==> src/common/idle_gate_pkg.sv <==
package idle_gate_pkg;
  // Register word indices, and byte addresses at four times the index
  localparam logic [3:0]  SETUP_IDX      = 4'h1;
  localparam logic [3:0]  STATE_IDX      = 4'h2;
  localparam logic [3:0]  FAULT_IDX      = 4'h3;
  localparam logic [7:0]  SETUP_ADDR     = 8'h04;
  localparam logic [7:0]  STATE_ADDR     = 8'h08;
  localparam logic [7:0]  FAULT_ADDR     = 8'h0C;
  // Field positions
  localparam int          ACCEL_BIT      = 9;
  localparam int          FETCH_BIT      = 8;
  localparam int          MEM_BIT        = 7;
  localparam int          IO_BIT         = 6;
  localparam int          DATA_BIT       = 5;
  localparam int          CFG_LSB        = 1;
  localparam int          CORE_BIT       = 0;
  localparam int          FAULT_BIT      = 0;
  // Values
  localparam logic [3:0]  CFG_VALID      = 4'h7;
  localparam logic [15:0] SETUP_MASK     = 16'h03FF;
  localparam logic [15:0] STATE_MASK     = 16'h03E1;
  localparam logic [15:0] WAKE_MASK      = 16'h0161;
  localparam logic [15:0] PORT_REQ_MASK  = 16'h01E0;
  localparam logic [15:0] CORE_DEP_MASK  = 16'h0160;
  localparam logic [15:0] REG_RESET      = 16'h0000;
  localparam int          WAKE_CYCLES    = 3;
  localparam logic [1:0]  RESP_OKAY      = 2'h0;
  localparam logic [1:0]  RESP_SLVERR    = 2'h2;
endpackage

==> src/common/gate_if.sv <==
`timescale 1ns/1ps
`default_nettype none
// Gate state carried from the control logic to the recogniser
interface gate_if;
  logic core_gated;    // Core clock currently stopped
  logic wake;          // Unmasked interrupt wakes domain
  logic int_recognised; // Pulse three cycles after wake
  modport ctrl (output core_gated, output wake, input int_recognised);
  modport rec (input core_gated, input wake, output int_recognised);
endinterface
`default_nettype wire

==> src/verilog/wake_recognise.sv <==
`timescale 1ns/1ps
`default_nettype none
// Delays wake of core into interrupt recognition pulse
module wake_recognise (
  input  wire logic aclk,
  input  wire logic aresetn,
  gate_if.rec       gif
);
  logic [idle_gate_pkg::WAKE_CYCLES-1:0] pipe; // Wake delay line

  // Shift a wake of a gated core through the delay line
  always_ff @(posedge aclk) begin
    if (!aresetn) begin
      pipe <= '0;
    end else begin
      pipe <= {pipe[idle_gate_pkg::WAKE_CYCLES-2:0], gif.wake & gif.core_gated};
    end
  end

  assign gif.int_recognised = pipe[idle_gate_pkg::WAKE_CYCLES-1];

  // Recognition follows wake by exactly three cycles
  a_wake_latency: assert property (@(posedge aclk) disable iff (!aresetn)
    gif.wake && gif.core_gated |-> ##3 gif.int_recognised)
    else $error("interrupt not recognised three cycles after wake");
endmodule
`default_nettype wire

==> src/verilog/cpu_domain_idle_gating.sv <==
// Added by the designer: register access over AXI4-Lite.
`timescale 1ns/1ps
`default_nettype none
// Overview of operation
// - State bit 9 shows accelerator gated.
// - State bit 8 shows fetch port gated.
// - State bit 7 shows memory port gated.
// - State bit 6 shows I/O port gated.
// - State bit 5 shows data port gated.
// - State bit 0 shows core gated.
// - Port requests need config field 0111.
// - Fetch/data/I/O gating needs core gating.
// - Invalid request: bus fault, nothing changes.
// - Valid request copies setup into state.
// - Gated core halts right after sleep.
// - Interrupt clears bits 0, 5, 6, 8.
// - Interrupt recognised three cycles after wake.
// - Interrupts leave memory and accelerator gated.
// - Setup register read/write, resets zero.
// - Setup writes alone change no gates.
module cpu_domain_idle_gating (
  input  wire logic        aclk,
  input  wire logic        aresetn,
  // AXI4-Lite slave
  input  wire logic [7:0]  s_axi_awaddr,
  input  wire logic        s_axi_awvalid,
  output logic             s_axi_awready,
  input  wire logic [31:0] s_axi_wdata,
  input  wire logic [3:0]  s_axi_wstrb,
  input  wire logic        s_axi_wvalid,
  output logic             s_axi_wready,
  output logic [1:0]       s_axi_bresp,
  output logic             s_axi_bvalid,
  input  wire logic        s_axi_bready,
  input  wire logic [7:0]  s_axi_araddr,
  input  wire logic        s_axi_arvalid,
  output logic             s_axi_arready,
  output logic [31:0]      s_axi_rdata,
  output logic [1:0]       s_axi_rresp,
  output logic             s_axi_rvalid,
  input  wire logic        s_axi_rready,
  // Core side
  input  wire logic        sleep_exec,
  input  wire logic        unmasked_irq,
  output logic             bus_fault_flag,
  output logic             core_halt,
  output logic             int_recognised,
  output logic             core_gated_flag,
  output logic             data_port_gated_flag,
  output logic             io_port_gated_flag,
  output logic             mem_port_gated_flag,
  output logic             fetch_port_gated_flag,
  output logic             accel_gated_flag
);
  logic [15:0] sleep_setup_reg;  // Pending configuration
  logic [15:0] sleep_state_reg;  // Applied gate state
  logic        fault_sticky;     // Bus fault status bit
  logic        req_invalid;      // Sleep request rejected
  logic        sleep_valid;      // Accepted sleep request
  logic [3:0]  sleep_cfg_field;  // Config field of setup
  logic        aw_held;          // Write address captured
  logic        w_held;           // Write data captured
  logic [7:0]  aw_addr;          // Captured write address
  logic [31:0] w_data;           // Captured write data
  logic [3:0]  w_strb;           // Captured byte enables
  logic        do_write;         // Both halves present
  logic        setup_wr;         // Write hits setup register
  logic        fault_clr;        // Write one clears fault
  logic        addr_ok_w;        // Write address mapped
  logic [31:0] next_rdata;       // Read mux value
  logic        addr_ok_r;        // Read address mapped
  gate_if      gif ();           // Link to recogniser

  // Validity check of the pending configuration
  always_comb begin
    sleep_cfg_field = sleep_setup_reg[idle_gate_pkg::CFG_LSB +: 4];
    req_invalid = 1'b0;
    if (|(sleep_setup_reg & idle_gate_pkg::PORT_REQ_MASK) &&
        sleep_cfg_field != idle_gate_pkg::CFG_VALID) begin
      req_invalid = 1'b1;
    end
    if (|(sleep_setup_reg & idle_gate_pkg::CORE_DEP_MASK) &&
        !sleep_setup_reg[idle_gate_pkg::CORE_BIT]) begin
      req_invalid = 1'b1;
    end
  end

  // Only a valid request touches the gates
  assign sleep_valid = sleep_exec & ~req_invalid;

  // Write channel capture; address and data in either order
  assign do_write = aw_held & w_held & ~s_axi_bvalid;
  assign s_axi_awready = ~aw_held & ~s_axi_bvalid;
  assign s_axi_wready  = ~w_held & ~s_axi_bvalid;

  // Address capture
  always_ff @(posedge aclk) begin
    if (!aresetn) begin
      aw_held <= 1'b0;
      aw_addr <= '0;
    end else if (s_axi_awvalid && s_axi_awready) begin
      aw_held <= 1'b1;
      aw_addr <= s_axi_awaddr;
    end else if (do_write) begin
      aw_held <= 1'b0;
    end
  end

  // Data capture
  always_ff @(posedge aclk) begin
    if (!aresetn) begin
      w_held <= 1'b0;
      w_data <= '0;
      w_strb <= '0;
    end else if (s_axi_wvalid && s_axi_wready) begin
      w_held <= 1'b1;
      w_data <= s_axi_wdata;
      w_strb <= s_axi_wstrb;
    end else if (do_write) begin
      w_held <= 1'b0;
    end
  end

  // Write decode
  assign addr_ok_w = (aw_addr == idle_gate_pkg::SETUP_ADDR) ||
                     (aw_addr == idle_gate_pkg::STATE_ADDR) ||
                     (aw_addr == idle_gate_pkg::FAULT_ADDR);
  assign setup_wr  = do_write && aw_addr == idle_gate_pkg::SETUP_ADDR;
  assign fault_clr = do_write && aw_addr == idle_gate_pkg::FAULT_ADDR &&
                     w_strb[0] && w_data[idle_gate_pkg::FAULT_BIT];

  // Write response
  always_ff @(posedge aclk) begin
    if (!aresetn) begin
      s_axi_bvalid <= 1'b0;
      s_axi_bresp  <= idle_gate_pkg::RESP_OKAY;
    end else if (do_write) begin
      s_axi_bvalid <= 1'b1;
      s_axi_bresp  <= addr_ok_w ? idle_gate_pkg::RESP_OKAY : idle_gate_pkg::RESP_SLVERR;
    end else if (s_axi_bready) begin
      s_axi_bvalid <= 1'b0;
    end
  end

  // Setup register, byte lanes honoured, reserved bits kept zero
  always_ff @(posedge aclk) begin
    if (!aresetn) begin
      sleep_setup_reg <= idle_gate_pkg::REG_RESET;
    end else if (setup_wr) begin
      if (w_strb[0]) begin
        sleep_setup_reg[7:0] <= w_data[7:0] & idle_gate_pkg::SETUP_MASK[7:0];
      end
      if (w_strb[1]) begin
        sleep_setup_reg[15:8] <= w_data[15:8] & idle_gate_pkg::SETUP_MASK[15:8];
      end
    end
  end

  // Applied gate state; wake beats a same-cycle sleep on its bits
  always_ff @(posedge aclk) begin
    if (!aresetn) begin
      sleep_state_reg <= idle_gate_pkg::REG_RESET;
    end else begin
      if (sleep_valid) begin
        sleep_state_reg <= sleep_setup_reg & idle_gate_pkg::STATE_MASK;
      end
      if (unmasked_irq) begin
        // Memory port and accelerator bits left alone
        sleep_state_reg <= (sleep_valid ? sleep_setup_reg & idle_gate_pkg::STATE_MASK : sleep_state_reg)
                           & ~idle_gate_pkg::WAKE_MASK;
      end
    end
  end

  // Sticky bus fault; a new fault wins over clear
  always_ff @(posedge aclk) begin
    if (!aresetn) begin
      fault_sticky <= 1'b0;
    end else if (sleep_exec && req_invalid) begin
      fault_sticky <= 1'b1;
    end else if (fault_clr) begin
      fault_sticky <= 1'b0;
    end
  end

  // Gate flags, asynchronous wake folded combinationally into core, data, I/O and fetch flags
  assign core_gated_flag       = sleep_state_reg[idle_gate_pkg::CORE_BIT] & ~unmasked_irq;
  assign data_port_gated_flag  = sleep_state_reg[idle_gate_pkg::DATA_BIT] & ~unmasked_irq;
  assign io_port_gated_flag    = sleep_state_reg[idle_gate_pkg::IO_BIT] & ~unmasked_irq;
  assign fetch_port_gated_flag = sleep_state_reg[idle_gate_pkg::FETCH_BIT] & ~unmasked_irq;
  assign mem_port_gated_flag   = sleep_state_reg[idle_gate_pkg::MEM_BIT];
  assign accel_gated_flag      = sleep_state_reg[idle_gate_pkg::ACCEL_BIT];
  assign bus_fault_flag        = fault_sticky;
  // Halt straight after an accepted sleep that stops the core
  assign core_halt = core_gated_flag |
                     (sleep_valid & sleep_setup_reg[idle_gate_pkg::CORE_BIT] & ~unmasked_irq);

  // Recogniser link
  assign gif.core_gated = sleep_state_reg[idle_gate_pkg::CORE_BIT];
  assign gif.wake       = unmasked_irq;
  assign int_recognised = gif.int_recognised;

  wake_recognise u_rec (
    .aclk    (aclk),
    .aresetn (aresetn),
    .gif     (gif)
  );

  // Read decode
  // Address taken whenever no read answer is pending
  assign s_axi_arready = ~s_axi_rvalid;
  always_comb begin
    next_rdata = '0;
    addr_ok_r  = 1'b1;
    // Unmapped reads answer zero with an error
    unique case (s_axi_araddr)
      idle_gate_pkg::SETUP_ADDR: next_rdata = {16'h0000, sleep_setup_reg};
      idle_gate_pkg::STATE_ADDR: next_rdata = {16'h0000, sleep_state_reg};
      idle_gate_pkg::FAULT_ADDR: next_rdata = {31'h0, fault_sticky};
      default:                   addr_ok_r  = 1'b0;
    endcase
  end

  // Read response
  always_ff @(posedge aclk) begin
    if (!aresetn) begin
      s_axi_rvalid <= 1'b0;
      s_axi_rdata  <= '0;
      s_axi_rresp  <= idle_gate_pkg::RESP_OKAY;
    end else if (s_axi_arvalid && s_axi_arready) begin
      s_axi_rvalid <= 1'b1;
      s_axi_rdata  <= next_rdata;
      s_axi_rresp  <= addr_ok_r ? idle_gate_pkg::RESP_OKAY : idle_gate_pkg::RESP_SLVERR;
    end else if (s_axi_rready) begin
      s_axi_rvalid <= 1'b0;
    end
  end

  // Checks
  // Invalid sleep raises the sticky fault
  a_invalid_fault: assert property (@(posedge aclk) disable iff (!aresetn)
    sleep_exec && req_invalid |=> bus_fault_flag)
    else $error("invalid sleep did not raise fault");
  // Invalid sleep leaves the gates alone
  a_invalid_keep: assert property (@(posedge aclk) disable iff (!aresetn)
    sleep_exec && req_invalid && !unmasked_irq |=> $stable(sleep_state_reg))
    else $error("invalid sleep changed gate state");

  // Port requests without the fixed config field refused
  a_cfg_check: assert property (@(posedge aclk) disable iff (!aresetn)
    sleep_exec && (|(sleep_setup_reg & idle_gate_pkg::PORT_REQ_MASK))
    && sleep_setup_reg[4:1] != idle_gate_pkg::CFG_VALID |-> !sleep_valid)
    else $error("bad config accepted");
  // Fetch, data or I/O port without core refused
  a_core_dep: assert property (@(posedge aclk) disable iff (!aresetn)
    sleep_exec && !sleep_setup_reg[0] && (sleep_setup_reg[8] || sleep_setup_reg[6] || sleep_setup_reg[5])
    |-> !sleep_valid)
    else $error("port gating without core accepted");
  // Request breaking neither condition accepted
  a_valid_accept: assert property (@(posedge aclk) disable iff (!aresetn)
    sleep_exec && (sleep_setup_reg[4:1] == idle_gate_pkg::CFG_VALID || sleep_setup_reg[8:5] == 4'h0)
    && (sleep_setup_reg[0] || !(sleep_setup_reg[8] || sleep_setup_reg[6] || sleep_setup_reg[5]))
    |-> sleep_valid)
    else $error("valid sleep refused");

  // Accepted sleep copies the setup word
  a_valid_copy: assert property (@(posedge aclk) disable iff (!aresetn)
    sleep_valid && !unmasked_irq |=> sleep_state_reg == ($past(sleep_setup_reg) & idle_gate_pkg::STATE_MASK))
    else $error("valid sleep not copied");
  // Setup writes alone move no gate
  a_setup_nogate: assert property (@(posedge aclk) disable iff (!aresetn)
    !sleep_exec && !unmasked_irq |=> $stable(sleep_state_reg))
    else $error("gate state moved without sleep");

  // Interrupt clears core and three port bits
  a_wake_bits: assert property (@(posedge aclk) disable iff (!aresetn)
    unmasked_irq |=> sleep_state_reg[0] == 1'b0 && sleep_state_reg[5] == 1'b0
    && sleep_state_reg[6] == 1'b0 && sleep_state_reg[8] == 1'b0)
    else $error("interrupt did not wake core ports");
  // Interrupt ungates the woken flags at once
  a_wake_flags: assert property (@(posedge aclk) disable iff (!aresetn)
    unmasked_irq |-> !core_gated_flag && !data_port_gated_flag
    && !io_port_gated_flag && !fetch_port_gated_flag)
    else $error("interrupt left a core port flag gated");
  // Interrupt keeps memory port and accelerator
  a_wake_keep: assert property (@(posedge aclk) disable iff (!aresetn)
    unmasked_irq && !sleep_exec |=> $stable(sleep_state_reg[9]) && $stable(sleep_state_reg[7]))
    else $error("interrupt touched memory or accelerator");

  // Reserved state bits stay zero
  a_state_resv: assert property (@(posedge aclk) disable iff (!aresetn)
    (sleep_state_reg & ~idle_gate_pkg::STATE_MASK) == 16'h0000)
    else $error("state reserved bit set");
  // Core halts with the sleep and is still halted one cycle later unless woken
  a_halt_core: assert property (@(posedge aclk) disable iff (!aresetn)
    sleep_valid && sleep_setup_reg[0] && !unmasked_irq |-> core_halt ##1 (core_halt || unmasked_irq))
    else $error("core not halted after sleep");

  // Cover points for the main scenarios
  c_valid_sleep: cover property (@(posedge aclk) sleep_valid && sleep_setup_reg[0]);
  c_invalid_sleep: cover property (@(posedge aclk) sleep_exec && req_invalid);
  c_wake: cover property (@(posedge aclk) unmasked_irq && sleep_state_reg[0]);
  c_port_only: cover property (@(posedge aclk) sleep_valid && !sleep_setup_reg[0] && sleep_setup_reg[7]);
  c_fault_clear: cover property (@(posedge aclk) fault_clr && bus_fault_flag);
endmodule
`default_nettype wire

==> config.mk <==
export PLATFORM = sky130hd
export DESIGN_NAME = cpu_domain_idle_gating
export DESIGN_NICKNAME = d
export VERILOG_FILES = /design/src/common/idle_gate_pkg.sv /design/src/common/gate_if.sv /design/src/verilog/wake_recognise.sv /design/src/verilog/cpu_domain_idle_gating.sv
export SDC_FILE = /design/constraint.sdc
export NUM_CORES = 1
export LEC_CHECK = 0
export BUFFER_PORTS_ARGS = -buffer_cell sky130_fd_sc_hd__buf_4
export CORE_MARGIN = 3
export CORE_UTILIZATION = 25
export DETAILED_ROUTE_END_ITERATION = 12
export SLEW_MARGIN = 5
export SYNTH_ARGS = -nofsm -noshare
export SYNTH_HDL_FRONTEND = slang
export SYNTH_SLANG_ARGS = --single-unit
==> constraint.sdc <==
create_clock -name aclk -period 1.9 [get_ports aclk]
set_clock_uncertainty 0.05 [all_clocks]
set_input_delay 0.19 -clock aclk [delete_from_list [all_inputs] [get_ports aclk]]
set_output_delay 0.19 -clock aclk [all_outputs]
set_load 0.01 [all_outputs]
==> metrics.md, run 1 <==
| Metric | Value |
|---|---|
| Critical path arrival | 1.52 ns |
| Row Count | 36 |
| Clock Root Buffer | clkbuf_8 |
| Crit Path Max Fanout | 5 |
| Gate Count Post-Synth | 285 |
| Final clock period utilization by the worst path | 92.4% |
| Routing usage on met2 | 14.9% |
| Detailed Route Iter0 Violations | 39 |
| Initial antenna violation count | 0 |
| Area grow syn2layout | 24.3% |
| Synth Area in Simple Gates | between 20% and 30% |
| LEAKAGE | 1.37 nW |
| First-pass GRT wire length | between 8000 and 9000 microns |
| Reg power frac | 53.8% |
| Minimum clock period | 1.76 ns |
| Crit path largest cell delay | 0.41 ns |
| Core ar. | 9910 sq um |
| Synth unique cells | 36 |
| Synth Flop Type | dfxtp_1 |
| XOR/XNOR share of the synthesized area | 0% |
| Clk_lat worst skew | 0.31 ns |
| Fin cells | 477 |
| Vias per inst | 4.17 |
| Hpwl dp | 4190 microns |
| Top post-synthesis cells by area | dfxtp_1, nand2_1, a21boi_0 |
| Max Fclk | roughly 0.57 GHz |
| Synth Warn # | 0 |
| Layout cell share with drive strength beyond 1 | between 20% and 30% |
| Adder-cell share of the synthesized area | 0% |
| Die X | 107 microns |
| Switch share | 25.0% |
| Largest net degree at the start of global routing | 56 |
| 1st-pass router iterations | 4 |
| H-tree lvl count | 2 |
| RSZ-0062 raised after global routing | no |
| Synth top area share | 43.5% |
| Total grt overflow | 0 |
| CTS Buffer Depth | 2 |
| Syn Area/Cell | 9.03 sq um |
| Initial Utilization | between 20% and 30% |
| Largest family of logic cells by synthesized area | simple AND/OR/NAND/NOR gates |
| Crit-path leading delay family | flip-flops |
| Switch Pwr | 0.576 mW |
| GR Layer Usage met3 | 2.82% |
| Vias | 1987 |
| Synthesized area | 2570 sq um |
| Post-synthesis mux area share | 5.88% |
| Status | completed |
| Final Cell Area | approximately 3200 sq um |
| Die height | 107 microns |
| I/O pin cnt | about 110 |
| Hold slack | 0.0708 ns |
| Seq/Total Area, Yosys | 43.5% |
| Combinational power share | 11.4% |
| Final setup violation count | 0 |
| CTS sink count | 56 |
| DP Area | 3070 sq um |
| I/O Buffers | 62 |
| Critical Path End Type | primary output |
| Final wirelength | about 5500 microns |
| Diode count | 0 |
| Clk slew on worst S/H paths | between 0.1 and 0.15 ns |
| EDFF count, synth | 0 |
| Final nets | 404 |
| CTS tree | yes |
| FF+latch count, synth | 56 |
| Clock share of power | 34.8% |
| Worst EP required | 1.66 ns |
| Fillcell total | 1074 |
| Worst VDD drop | 0.000443 V |
| DR WL/cell | between 10 and 15 microns |
| Area leader, netlist | dfxtp_1 |
| Total track usage | 9.47% |
| CP Launch Type | flop |
| Number of global-route vias before repair | 1800 |
| Busiest grt layer | met2 |
| Total design power | 2.30 mW |
| WP buf/inv | 1 |
| Slowest library cell on the worst path | dfxtp_1 |
| Worst slew margin | between 60% and 70% |
| Critical-path cell list | nor4_4 -> o221ai_4 -> o21bai_1 -> buf_4 |
| Post-synth top cells | nand2_1, dfxtp_1, a21boi_0 |
| GP Congestion | 0.763 |
| Worst slew pin tran | around 0.54 ns |
| Max-Cap Viols | 0 |
| Final Hold Vio Count | 0 |
| Top-count cell post-synth | nand2_1 |
| Internal Power | 1.73 mW |
| Critical path type | reg -> out |
| TritonCTS Buffers | 5 |
| Antenna Violating Nets Remaining | 0 |
| Placed instance count | 468 |
| PwrDens | 720 nW/um^2 |
| Synth Area in Compound Gates | 16.2% |
| GRT met1 Usage | between 10% and 20% |
| Final slew viol count | 0 |
| Asr flop ratio synth | 0% |
| # DRC | 0 |
| Die area | 11600 sq um |
| Setup TNS after final layout | 0 ns |
| HP Class | in -> reg |
==> timing repair <==
action                                 CTS  global route
setup endpoints to repair                0             1
endpoints found under the hold margin    0             0
resized for setup                        0             1
hold buffers                             0             0
buffers inserted                         0             1
==> worst paths after layout <==
kind	from	to	slack (ns)	cells past startpoint
worst max-delay path	sleep_setup_reg[6]	core_halt	0.14	4
worst min register to register	u_rec.pipe[1]	u_rec.pipe[2]	0.39	1
worst max register to register	aw_addr[0]	sleep_setup_reg[2]	0.44	4
worst min-delay path	s_axi_arvalid	s_axi_rvalid	0.07	2
==> cells by family (layout without fill, tap and decap cells) <==
| logic type | count (synthesis) | count (layout) |
|---|---|---|
| buffers and inverters | 40 | 76 |
| muxes | 15 | 15 |
| and+or+nand+nor | 119 | 119 |
| other | 1 | 24 |
| DFF | 56 | 56 |
| AOI/OAI and AO/OA | 54 | 54 |
==> area by class of cell <==
class	count	area, sq um	share of cell area [%]
Multi-Input combinational cell	212	1300	40.6
Sequential cell	56	1120	35.0
Timing Repair Buffer	65	488	15.2
Tap cell	133	166	5.20
Clock buffer	5	68.8	2.15
Clock inverter	3	46.3	1.45
Inverter	3	11.3	0.352
==> metrics by stage <==
step | worst slack (ns) | utilization [%]
after floorplan | 0.526 | -
after global placement | 0.386 | 31.0
after detailed placement | 0.384 | 31.0
after CTS | 0.0323 | 32.2
after global routing | 0.00359 | 32.3
final | 0.144 | 32.3
==> layout by cell type (no fill, tap or decap), types with 4 or more instances in the layout <==
cell type	instances
a21boi_0	27
a22oi_1	6
and2_1	10
buf_4	65
clkbuf_8	5
conb_1	24
dfxtp_1	56
mux2i_1	14
nand2_1	57
nand2b_1	5
nand4_1	6
nor2_1	10
nor2b_1	17
o21ai_0	4
o31ai_1	6
==> metal layers <==
metal  wire length, microns  vias up
met1                   2560      876
met5                      0        -
li1                       -     1036
met3                    480        5
met4                     48        0
met2                   2390       70
==> power groups by stage <==
| stage | combinational [mW] | clock, mW | sequential, mW |
|---|---|---|---|
| floorplan | 0.194 | 0 | 1.26 |
| global placement | 0.262 | 0 | 1.27 |
| detailed placement | 0.266 | 0 | 1.27 |
| CTS | 0.267 | 0.839 | 1.24 |
| global route | 0.294 | 0.879 | 1.25 |
| finish | 0.263 | 0.801 | 1.24 |
==> worst register-to-register path, delay by kind of cell, from the launching register on <==
kind / cells / cell delay [ns]
simple gates: 3 / 0.74
mux: 1 / 0.22
flops: 1 / 0.35
Power figures use the tool's default switching activity.
==> run 2: changes to the inputs <==
--- a/config.mk
+++ b/config.mk
@@ -12,4 +12,5 @@
 export SLEW_MARGIN = 5
 export SYNTH_ARGS = -nofsm -noshare
 export SYNTH_HDL_FRONTEND = slang
+export SYNTH_HIERARCHICAL = 1
 export SYNTH_SLANG_ARGS = --single-unit
==> constraint.sdc (replaced) <==
create_clock -name aclk -period 1.9 [get_ports aclk]
set_clock_uncertainty 0.05 [all_clocks]
set_input_delay 0.095 -clock aclk [delete_from_list [all_inputs] [get_ports aclk]]
set_output_delay 0.095 -clock aclk [all_outputs]
set_load 0.01 [all_outputs]
==> run 2 against run 1 <==
Net effect:
- first-iteration DRC count increased by 120%
- largest power group unchanged
- flip-flop and latch count unchanged
- via count up 3.4%
- critical endpoint unchanged
- cell area up 6.1%
- maximum frequency is 0.25% lower
- final cell count grew 4.4%
==> metrics.md, run 2 <==
| Metric | Value |
|---|---|
| # DRC | 0 |
| Max-Cap Viols | 0 |
| Detailed Route Iter0 Violations | between 80 and 90 |
| Area leader, netlist | dfxtp_1 |
| Final nets | 425 |
| Crit Path Max Fanout | 7 |
| Worst EP required | 1.75 ns |
| Row Count | 36 |
| Seq/Total Area, Yosys | between 40% and 50% |
| Setup ws final | around 0.14 ns |
| Antenna Violating Nets Remaining | 0 |
| Critical Path End Type | primary output |
| Syn Area/Cell | 9.06 sq um |
| Area occupied by multi-input gates | roughly 1300 sq um |
| CTS tree | yes |
| Vias per inst | between 4 and 5 |
| Min-delay src | s_axi_awaddr[7] |
| Most frequent cells in the layout | buf_4, nand2_1, dfxtp_1 |
| Crit-path leading delay family | compound AO/OA/AOI/OAI gates |
| Max Fclk | roughly 0.57 GHz |
| Synth Warn # | 6 |
| Clk slew on worst S/H paths | approximately 0.10 ns |
| Final clock period utilization by the worst path | between 90% and 100% |
| CTS sink count | 56 |
| Initial Utilization | 26.0% |
| Worst VDD drop | 0.000300 V |
| Gate Count Post-Synth | 284 |
| Final wirelength | 5630 microns |
| I/O pin cnt | 111 |
| Reg2reg setup slack | 0.49 ns |
| Layout cell share with drive strength beyond 1 | between 20 and 25% |
| EDFF count, synth | 0 |
| Top-count cell post-synth | nand2_1 |
| Largest net degree at the start of global routing | 56 |
| Initial antenna violation count | 0 |
| Final slew viol count | 0 |
| Crit path largest cell delay | 0.40 ns |
| FF+latch count, synth | 56 |
| Asr flop ratio synth | 0% |
| Minimum clock period | 1.76 ns |
| Commonest non-fill, non-tap cell in the layout | buf_4 |
| Hold Path Stages | 3 |
| WP buf/inv | 1 |
| Total track usage | 10.2% |
| Fillcell total | 1043 |
| H-tree lvl count | 2 |
| R2r endpoint | sleep_setup_reg[0] |
| Post-synth top cells | nand2_1, dfxtp_1, a21boi_0 |
| Diode count | 0 |
| Synthesized area | 2570 sq um |
| Dpl ws | between 0.4 and 0.5 ns |
| Critical path type | reg -> out |
| Area grow syn2layout | 31.9% |
| Worst slew margin | 62.9% |
| Total design power | ~2.2 mW |
| Reg2reg path depth | 4 |
| Synth Flop Type | dfxtp_1 |
| Die area | 11500 sq um |
| Die height | 107 microns |
| Setup TNS after final layout | 0 ns |
| Synth unique cells | 37 |
| Top post-synthesis cells by area | dfxtp_1, nand2_1, a21boi_0 |
| Status | completed |
| Critical-path cell list | nor4_4 -> o221ai_4 -> o21bai_1 -> buf_4 |
| 1st-pass router iterations | 4 |
| CP Launch Type | flop |
| TritonCTS Buffers | 5 |
| Worst r2r src | aw_addr[0] |
| Slowest library cell on the worst path | dfxtp_1 |
| Vias | 2054 |
| PwrDens | 653 nW/um^2 |
| Die X | 107 microns |
| CTS Buffer Depth | 2 |
| Critical path arrival | 1.61 ns |
| GP Congestion | 0.740 |
| I/O Buffers | 62 |
| Worst slew pin tran | 0.557 ns |
| RSZ-0062 raised after global routing | no |
| DR WL/cell | between 10 and 15 microns |
| Number of global-route vias before repair | 1962 |
| Final Hold Vio Count | 0 |
| LEAKAGE | 1.45 nW |
| Final setup violation count | 0 |
| Clk_lat worst skew | ~0.32 ns |
| WHS Endpoint | aw_addr[7] |
| Hpwl dp | 4170 microns |
| Clock Root Buffer | clkbuf_8 |
| HP Class | in -> reg |
| Synth top area share | 43.6% |
| Core ar. | 9910 sq um |
| Total grt overflow | 0 |
| Seq. cell area | ~1100 sq um |
| First-pass GRT wire length | 9470 microns |
[run 2: cell type report]
type / instances / area share [%]
multi-input combinational: 212 / 38.3
clock buffer: 5 / 2.03
inverter: 3 / 0.332
tap: 133 / 4.90
sequential: 56 / 33.0
clock inverter: 3 / 0.774
timing repair buffer: 86 / 20.6
[run 2: metal layers]
metal	global-route usage (%)	up-vias	share of wire [%]
li1	-	1079	-
met1	14.0	905	49
met2	15.6	66	43
met3	2.22	4	6.2
met4	3.52	0	1.1
met5	0	-	0
[run 2: cells by family after synthesis]
| logic type | Yosys count | share of synthesized area (%) |
|---|---|---|
| simple gates | 119 | 24.7 |
| flops | 56 | 43.6 |
| compound gates | 54 | 16.2 |
| buf+inv | 39 | 9.48 |
| mux | 15 | 5.88 |
| other cells | 1 | 0.146 |
[run 2: how the worst max path moves through the flow]
stage / slack [ns] / cells after the start / startpoint / endpoint
2_1_floorplan: 0.60 / 4 / aw_addr[0] / sleep_setup_reg[0]
3_3_place_gp: 0.49 / 4 / sleep_setup_reg[8] / core_halt
3_5_place_dp: 0.46 / 4 / sleep_setup_reg[8] / core_halt
4_1_cts: 0.10 / 4 / sleep_setup_reg[8] / core_halt
5_1_grt: 0.01 / 4 / sleep_setup_reg[6] / core_halt
6_report: 0.14 / 4 / sleep_setup_reg[6] / core_halt
[run 2: worst min-delay path, delay by kind of cell]
kind                   cells  cell delay, ns
buffers and inverters      1            0.11
AO/OA/AOI/OAI              1            0.07
AND/OR/NAND/NOR            1            0.05
[run 2: where the power goes]
group | internal [mW] | switching (mW) | leakage (nW) | total (mW)
Combinational | 0.147 | 0.148 | 0.947 | 0.295
Clock | 0.269 | 0.412 | 0.0423 | 0.682
Sequential | 1.21 | 0.0293 | 0.455 | 1.24
[run 2: through the flow]
stage          hold slack [ns]  util, %  cells  area, sq um
2_1_floorplan            0.175        -    307         2660
3_3_place_gp             0.285     30.9    467         3070
3_5_place_dp             0.290     30.9    467         3070
4_1_cts                0.00496     34.1    497         3380
5_1_grt                0.00281     34.3    498         3400
6_report               0.00899     34.3    498         3400
[run 2: timing repair]
action / CTS / global route
resized for setup: 0 / 1
hold buffers: 22 / 0
endpoints found under the hold margin: 21 / 0
endpoints found under the setup margin: 0 / 1
buffers inserted: 0 / 1
